## src/spp_port_params.svh

```systemverilog
// Timing, width and reset constants of the parallel port handshake block
`ifndef SPP_PORT_PARAMS_SVH
`define SPP_PORT_PARAMS_SVH

// ---------------------------------------------------------------
// Clock and bus clock
// ---------------------------------------------------------------
`define CLK_PERIOD_NS     4
`define BCLK_PER_SCLK     2
`define READY_LAG_NS      20
`define READY_LAG_CYC     (`READY_LAG_NS / `CLK_PERIOD_NS)

// ---------------------------------------------------------------
// Handshake timing; t points counted from the strobe pin edge, write hold counted from busy rise
// ---------------------------------------------------------------
`define T_DETECT          6'h03
`define T_BUSY_SET        6'h07
`define T_PRESENT         6'h08
`define WR_HOLD_BCLK      13
`define WR_HOLD_CYC       (`WR_HOLD_BCLK * `BCLK_PER_SCLK)
`define WR_HOLD_LAST      5'((`WR_HOLD_CYC) - 1)

// ---------------------------------------------------------------
// Widths and reset values
// ---------------------------------------------------------------
`define BYTE_W            8
`define WORD_W            16
`define NIB_W             4
`define LAST_BYTE_PART    2'h1
`define LAST_NIB_PART     2'h3
`define DATA_RESET        8'h00
`define SYNC_RESET        1'b1

`endif

```

## src/spp_port_pkg.sv

```systemverilog
// Types shared by the parallel port handshake block
package spp_port_pkg;
	typedef enum logic [2:0] {
		S_IDLE,
		S_WR_PEND,
		S_WR_HOLD,
		S_RD_FETCH,
		S_RD_SHOW,
		S_RD_GAP
	} port_state_t;
endpackage

```

## src/host_sync_if.sv

```systemverilog
// Raw and synchronised host control lines
`timescale 1ns/1ps
interface host_sync_if;
	logic strobe_raw_n;
	logic dir_raw_n;
	logic strobe_n;
	logic dir_n;
	logic strobe_fall;
	modport sync (input strobe_raw_n, input dir_raw_n, output strobe_n, output dir_n, output strobe_fall);
	modport user (output strobe_raw_n, output dir_raw_n, input strobe_n, input dir_n, input strobe_fall);
endinterface

```

## src/host_input_sync.sv

```systemverilog
// Two-stage synchroniser and strobe fall detector for host lines
`timescale 1ns/1ps
`include "spp_port_params.svh"
module host_input_sync (
	input  wire logic   i_clock,
	input  wire logic   i_reset,
	host_sync_if.sync   lines
);
	logic [2:0] strobe_d, strobe_q;
	logic [1:0] dir_d, dir_q;

	// ---------------------------------------------------------------
	// Synchroniser chains
	// ---------------------------------------------------------------
	// First stage feeds only the second; the edge uses stages two and three
	always_comb begin
		strobe_d = {strobe_q[1:0], lines.strobe_raw_n};
		dir_d    = {dir_q[0], lines.dir_raw_n};
	end

	always_ff @(posedge i_clock or posedge i_reset) begin
		if (i_reset) begin
			strobe_q <= {3{`SYNC_RESET}};
			dir_q    <= {2{`SYNC_RESET}};
		end else begin
			strobe_q <= strobe_d;
			dir_q    <= dir_d;
		end
	end

	assign lines.strobe_n    = strobe_q[1];
	assign lines.dir_n       = dir_q[1];
	assign lines.strobe_fall = strobe_q[2] & ~strobe_q[1];
endmodule

```

## src/spp_byte_handshake_port.sv

```systemverilog
// Peripheral end of the standard parallel port byte and nibble handshake
`timescale 1ns/1ps
`include "spp_port_params.svh"
module spp_byte_handshake_port (
	input  wire logic                 i_clock,
	input  wire logic                 i_reset,
	input  wire logic                 i_host_strobe_n,
	input  wire logic                 i_port_direction_ctl_n,
	input  wire logic [`BYTE_W-1:0]   i_host_data_lines,
	input  wire logic                 i_nibble_mode,
	output logic      [`BYTE_W-1:0]   o_host_data_lines,
	output logic                      o_host_data_oe,
	output logic                      o_periph_busy_flag,
	output logic      [`NIB_W-1:0]    o_status_nibble,
	output logic                      o_wr_valid,
	output logic      [`BYTE_W-1:0]   o_wr_data,
	input  wire logic                 i_wr_ack,
	output logic                      o_rd_req,
	input  wire logic                 i_rd_valid,
	input  wire logic [`WORD_W-1:0]   i_rd_data
);
	// Write busy ceiling in clocks: thirteen bus clocks of two clocks each
	localparam int WR_HOLD_MAX = `WR_HOLD_CYC;

	host_sync_if lines ();

	spp_port_pkg::port_state_t state_d, state_q;
	logic [5:0]          t_d, t_q;
	logic [4:0]          hold_d, hold_q;
	logic [1:0]          part_d, part_q;
	logic [`WORD_W-1:0]  word_d, word_q;
	logic [`BYTE_W-1:0]  data_d, data_q, wr_data_d, wr_data_q;
	logic                busy_d, busy_q, oe_d, oe_q, wr_valid_d, wr_valid_q;
	logic                last_part, read_dir;

	// ---------------------------------------------------------------
	// Input synchronisation
	// ---------------------------------------------------------------
	assign lines.strobe_raw_n = i_host_strobe_n;
	assign lines.dir_raw_n    = i_port_direction_ctl_n;

	host_input_sync u_sync (
		.i_clock (i_clock),
		.i_reset (i_reset),
		.lines   (lines)
	);

	// Picks one byte or one nibble out of the fetched 16-bit word
	function automatic logic [`BYTE_W-1:0] pick_part(input logic [`WORD_W-1:0] word,
			input logic [1:0] part, input logic nibble);
		logic [`WORD_W-1:0] sh;
		sh = '0;
		if (nibble) begin
			sh = word >> ({2'h0, part} * 4'h4);
			pick_part = {{(`BYTE_W-`NIB_W){1'b0}}, sh[`NIB_W-1:0]};
		end else begin
			sh = word >> ({2'h0, part} * 4'h8);
			pick_part = sh[`BYTE_W-1:0];
		end
	endfunction

	assign read_dir  = ~lines.dir_n;
	assign last_part = i_nibble_mode ? (part_q == `LAST_NIB_PART) : (part_q == `LAST_BYTE_PART);

	// ---------------------------------------------------------------
	// Handshake sequencer
	// ---------------------------------------------------------------
	// t counts clocks since the strobe pin edge; it saturates at the present point
	always_comb begin
		state_d    = state_q;
		t_d        = (t_q < `T_PRESENT) ? 6'(t_q + 6'h01) : t_q;
		hold_d     = hold_q;
		part_d     = part_q;
		word_d     = word_q;
		data_d     = data_q;
		wr_data_d  = wr_data_q;
		busy_d     = busy_q;
		wr_valid_d = 1'b0;
		// release or drive two to three clocks after the line moves
		// drive start follows the synchronised direction line
		oe_d       = read_dir;
		if (!read_dir && state_q inside {spp_port_pkg::S_RD_FETCH, spp_port_pkg::S_RD_SHOW,
				spp_port_pkg::S_RD_GAP}) begin
			// Direction back to write aborts any read; the fetched word is dropped
			state_d = spp_port_pkg::S_IDLE;
			busy_d  = 1'b0;
			data_d  = `DATA_RESET;
		end else begin
			unique case (state_q)
				spp_port_pkg::S_IDLE: begin
					if (read_dir) begin
						state_d = spp_port_pkg::S_RD_FETCH;
						busy_d  = 1'b1;
						t_d     = `T_PRESENT;
					end else if (lines.strobe_fall) begin
						// Data is sampled while the host still holds it stable
						wr_data_d = i_host_data_lines;
						t_d       = `T_DETECT;
						state_d   = spp_port_pkg::S_WR_PEND;
					end
				end
				spp_port_pkg::S_WR_PEND: begin
					// busy rises eight to nine clocks after strobe
					if (t_q == `T_BUSY_SET) begin
						busy_d     = 1'b1;
						wr_valid_d = 1'b1;
						hold_d     = '0;
						state_d    = spp_port_pkg::S_WR_HOLD;
					end
				end
				spp_port_pkg::S_WR_HOLD: begin
					// busy bounded by thirteen bus clocks
					hold_d = 5'(hold_q + 5'h01);
					if (i_wr_ack || hold_q == `WR_HOLD_LAST) begin
						busy_d  = 1'b0;
						state_d = spp_port_pkg::S_IDLE;
					end
				end
				spp_port_pkg::S_RD_FETCH: begin
					// data and busy fall land on the same edge
					// nibble valid flagged in the same clock
					if (i_rd_valid && t_q == `T_PRESENT) begin
						word_d  = i_rd_data;
						part_d  = '0;
						data_d  = pick_part(i_rd_data, 2'h0, i_nibble_mode);
						busy_d  = 1'b0;
						state_d = spp_port_pkg::S_RD_SHOW;
					end
				end
				spp_port_pkg::S_RD_SHOW: begin
					// no timeout while waiting for the host
					if (lines.strobe_fall) begin
						// byte changes three clocks after strobe
						data_d  = `DATA_RESET;
						t_d     = `T_DETECT;
						state_d = spp_port_pkg::S_RD_GAP;
					end
				end
				spp_port_pkg::S_RD_GAP: begin
					if (last_part && t_q == `T_BUSY_SET) begin
						// word used up, fetch under busy
						busy_d  = 1'b1;
						state_d = spp_port_pkg::S_RD_FETCH;
					end else if (!last_part && t_q == `T_PRESENT) begin
						// six clocks of gap before the next part
						// next byte or nibble from the held word
						part_d  = 2'(part_q + 2'h1);
						data_d  = pick_part(word_q, 2'(part_q + 2'h1), i_nibble_mode);
						state_d = spp_port_pkg::S_RD_SHOW;
					end
				end
			endcase
		end
	end

	// State registers
	always_ff @(posedge i_clock or posedge i_reset) begin
		if (i_reset) begin
			state_q    <= spp_port_pkg::S_IDLE;
			t_q        <= '0;
			hold_q     <= '0;
			part_q     <= '0;
			word_q     <= '0;
			data_q     <= `DATA_RESET;
			wr_data_q  <= `DATA_RESET;
			busy_q     <= 1'b0;
			oe_q       <= 1'b0;
			wr_valid_q <= 1'b0;
		end else begin
			state_q    <= state_d;
			t_q        <= t_d;
			hold_q     <= hold_d;
			part_q     <= part_d;
			word_q     <= word_d;
			data_q     <= data_d;
			wr_data_q  <= wr_data_d;
			busy_q     <= busy_d;
			oe_q       <= oe_d;
			wr_valid_q <= wr_valid_d;
		end
	end

	// ---------------------------------------------------------------
	// Outputs
	// ---------------------------------------------------------------
	assign o_host_data_lines  = data_q;
	assign o_status_nibble    = data_q[`NIB_W-1:0];
	assign o_host_data_oe     = oe_q;
	assign o_periph_busy_flag = busy_q;
	assign o_wr_valid         = wr_valid_q;
	assign o_wr_data          = wr_data_q;
	assign o_rd_req           = (state_q == spp_port_pkg::S_RD_FETCH);
endmodule

```

## config.mk

```make
export PLATFORM = sky130hd
export DESIGN_NAME = spp_byte_handshake_port
export DESIGN_NICKNAME = d
export VERILOG_FILES = /design/src/spp_port_pkg.sv /design/src/host_sync_if.sv /design/src/host_input_sync.sv /design/src/spp_byte_handshake_port.sv
export VERILOG_INCLUDE_DIRS = /design/src
export SDC_FILE = /design/constraint.sdc
export NUM_CORES = 1
export LEC_CHECK = 0
export BUFFER_PORTS_ARGS = -buffer_cell sky130_fd_sc_hd__buf_2
export CORE_UTILIZATION = 55
export CTS_BUF_LIST = sky130_fd_sc_hd__clkbuf_8
export DETAILED_ROUTE_END_ITERATION = 8
export GPL_TIMING_DRIVEN = 1
export PLACE_DENSITY = 0.78
export RECOVER_POWER = 50
export SYNTH_ARGS = -nofsm -noshare
export SYNTH_HDL_FRONTEND = slang
export SYNTH_SLANG_ARGS = --single-unit
```

## constraint.sdc

```tcl
create_clock -name i_clock -period 4.5 [get_ports i_clock]
set_input_delay 0.225 -clock i_clock [delete_from_list [all_inputs] [get_ports i_clock]]
set_output_delay 0.225 -clock i_clock [all_outputs]
set_load 0.01 [all_outputs]
```

==> flow_summary.yaml <==
sta:
  drv_slew: 57
  finalHoldViolations: 0
  hold_ws_ps: 141
  fmax_mhz: 385
  skew_ps: 6.25
  fin_setup_tns_ps: 0
  finalSetupViolCount: 0
  finalCritPeriodShare: 0.577
  tightest_slew_ps: 2870
  rsz0062_at_grt: "no"
  finalCriticalPeriod_ps: 2600
  slew_headroom: -0.915
critical_path:
  worstPathMaxFanout: 56
  r2r.worst_path.cells: 6
  worst_setup_path_end_kind: "async pin"
  r2r_slack_ps: 2110
  cp.arrival_ps: 2410
  cp.required_ps: 4310
  cp_top_family: "buffers and inverters"
  crit_chain: "buf_2, clkinv_1, clkbuf_1"
  critical_path_class: "input pin to async pin"
  path_buf_inv: 3
  critPathSlowestCell: "clkbuf_1"
  cp_slowest_stage_delay_ps: 2020
  crit_path_start_kind: "input pin"
  crit_cells: 3
drt:
  vias_per_cell: 5.62
  drc: 0
  vias: 2202
  drtPass1Iterations: 4
  avgRoutedWirePerCell_um: 14.5
  wl_um: 5700
  first_iter_violations: 187
  postRouteAntennaNets: 0
cts:
  cts_tree: "done"
  clock_path_buffers: 2
  cts_max_level: 2
  path_clk_slew_ps: 90
  clk_latency_ps: 310
  root_buffer: "clkbuf_8"
  cts_sinks: 56
  cts_made_buffers: 5
  cts_setup_buffers: 0
power_and_ir_drop:
  p_per_area_nw_per_um2: 539
  leakagePower_nw: 1.50
  ir_drop_uv: 325
placement:
  place_congestion: 0.882
  place_hpwl_um: 4100
  place_inst: 382
  port-buffer-count: 54
final_layout:
  fill_cells: 451
  stdcell_count: 392
  area_growth_pct: 12.9
  postLayoutCoreUtil: 0.647
  drive_above_1_share: 0.283
  final_nets: 358
  diodes: 0
synth:
  synth_top_area_frac: 0.436
  synth_simple_gate_area_share: 0.166
  ys_seq_elements: 56
  syn-num-nets: 311
  netlist_top_cells_count: "dfrtp_1 (51), mux2_2 (25), nand2_1 (18)"
  yosysMostFrequentCell: "dfrtp_1"
  syn_avg_cell_area_sq_um: 10.7
  synth_compound_area_frac: 0.101
  synth_flop_cell: "dfrtp_1"
  synth_top_area_cell: "dfrtp_1"
  synth.mux.area_fraction: 0.158
  synth_async_sr_flop_share: 1.00
  yosys_warnings: 0
  synth_adder_area_share: 0.0290
  ys_seq_area_frac: 0.481
  synth_xor_area_frac: 0.0209
  netlist_instances: 274
  yosys.cell_types.count: 52
  ys_top_cells_by_area: "dfrtp_1 (44%), mux2_2 (9.6%), mux2i_1 (5.8%)"
  synth_edf_count: 0
  synthesis.area_sq_um: 2930
  synth_top_family_by_area: "simple AND/OR/NAND/NOR gates"
floorplan:
  rows: 26
  io_pins: 55
  die_area_sq_um: 5620
  core_sq_um: 5110
  start_util: 0.573
  die_h_um: 75.0
  dieWidth_um: 75.0
grt:
  grt_pass1_wl_um: 9300
  grt_max_degree: 57
  grt_pass1_vias: 2129
  track_usage: 0.222
  antenna_found_initial: 0
  gr-total-overflow: 0
run_status:
  run_status: "finished with violations"
  violations: "capacitance limit, slew limit"
worst_hold_path:
  holdPathStages: 2
  hold_path.class: "input pin to flop"
flow_run:
  cap_violations: 1
worst paths after layout:
check	from	endpoint
max in group i_clock	t_q[0]	word_q[10]
worst min-delay path	i_host_data_lines[7]	o_wr_data[7]
worst max-delay path	i_reset	t_q[2]
min in group asynchronous	i_reset	o_wr_data[0]
worst max register to register	t_q[0]	word_q[10]
worst min register to register	u_sync.strobe_q[0]	u_sync.strobe_q[1]
metrics by stage:
step / total power [W] / worst slack, ps / instance area (sq um)
after floorplan: 0.00133 / 2470 / 2930
after global placement: 0.00149 / 2270 / 3210
after detailed placement: 0.00152 / 2160 / 3210
after CTS: 0.00180 / 2130 / 3310
after global routing: 0.00192 / 1230 / 3310
final: 0.00178 / 1900 / 3310
flip-flops by register name (all words and copies together), names as in the netlist:
name and cells:
word_q 16, o_host_data_lines 8, o_wr_data 8, t_q 6, hold_q 5, state_q 3, u_sync.strobe_q 3, part_q 2
u_sync.dir_q 2, o_host_data_oe 1, o_periph_busy_flag 1, o_wr_valid 1
cells in the final DEF, fill, tap and decap left out, types with 6 or more instances in the layout:
| cell | synthesis | layout |
|---|---|---|
| a21oi_1 | 8 | 8 |
| buf_2 | 6 | 47 |
| clkbuf_1 | 5 | 8 |
| clkbuf_8 | 0 | 6 |
| dfrtp_1 | 51 | 51 |
| ha_1 | 6 | 6 |
| inv_1 | 12 | 13 |
| mux2_2 | 25 | 25 |
| mux2i_1 | 17 | 17 |
| nand2_1 | 18 | 18 |
| nand2b_1 | 9 | 9 |
| nand3_1 | 6 | 6 |
| nor2_1 | 13 | 13 |
| nor2b_1 | 8 | 8 |
| nor3_1 | 15 | 15 |
| o21ai_0 | 11 | 11 |
kinds of logic after synthesis:
kind of cell | count (synthesis)
and+or+nand+nor | 88
DFF | 56
AOI/OAI and AO/OA | 44
muxes | 43
buffers and inverters | 29
xor gates and xnor gates | 7
adders and majority gates | 7
what timing repair did:
action	4_1_cts	5_1_grt
hold buffers	1	1
resized for setup	0	0
endpoints found under the hold margin	1	1
area by class of cell:
cell class	instances	area (sq um)	area share
Multi-Input combinational cell	189	1390	0.421
Sequential cell	56	1410	0.426
Clock buffer	6	82.6	0.0250
Clock inverter	2	7.51	0.00227
Timing Repair Buffer	57	285	0.0863
Tap cell	70	87.6	0.0265
Inverter	12	45.0	0.0136
layer usage:
layer / wire, um / up-vias / share of wire / GRT usage
met5: 0 / - / 0 / 0
met4: 78 / 0 / 0.014 / 0.0818
met1: 2680 / 1069 / 0.47 / 0.303
li1: - / 1068 / - / -
met2: 2670 / 57 / 0.47 / 0.341
met3: 271 / 8 / 0.048 / 0.0589
power by group:
group / switching [W] / internal, W / total (W)
Sequential: 0.000156 / 0.000679 / 0.000835
Clock: 0.000154 / 0.000121 / 0.000276
Combinational: 0.000339 / 0.000332 / 0.000671
Total: 0.000649 / 0.00113 / 0.00178
Power figures use the tool's default switching activity.
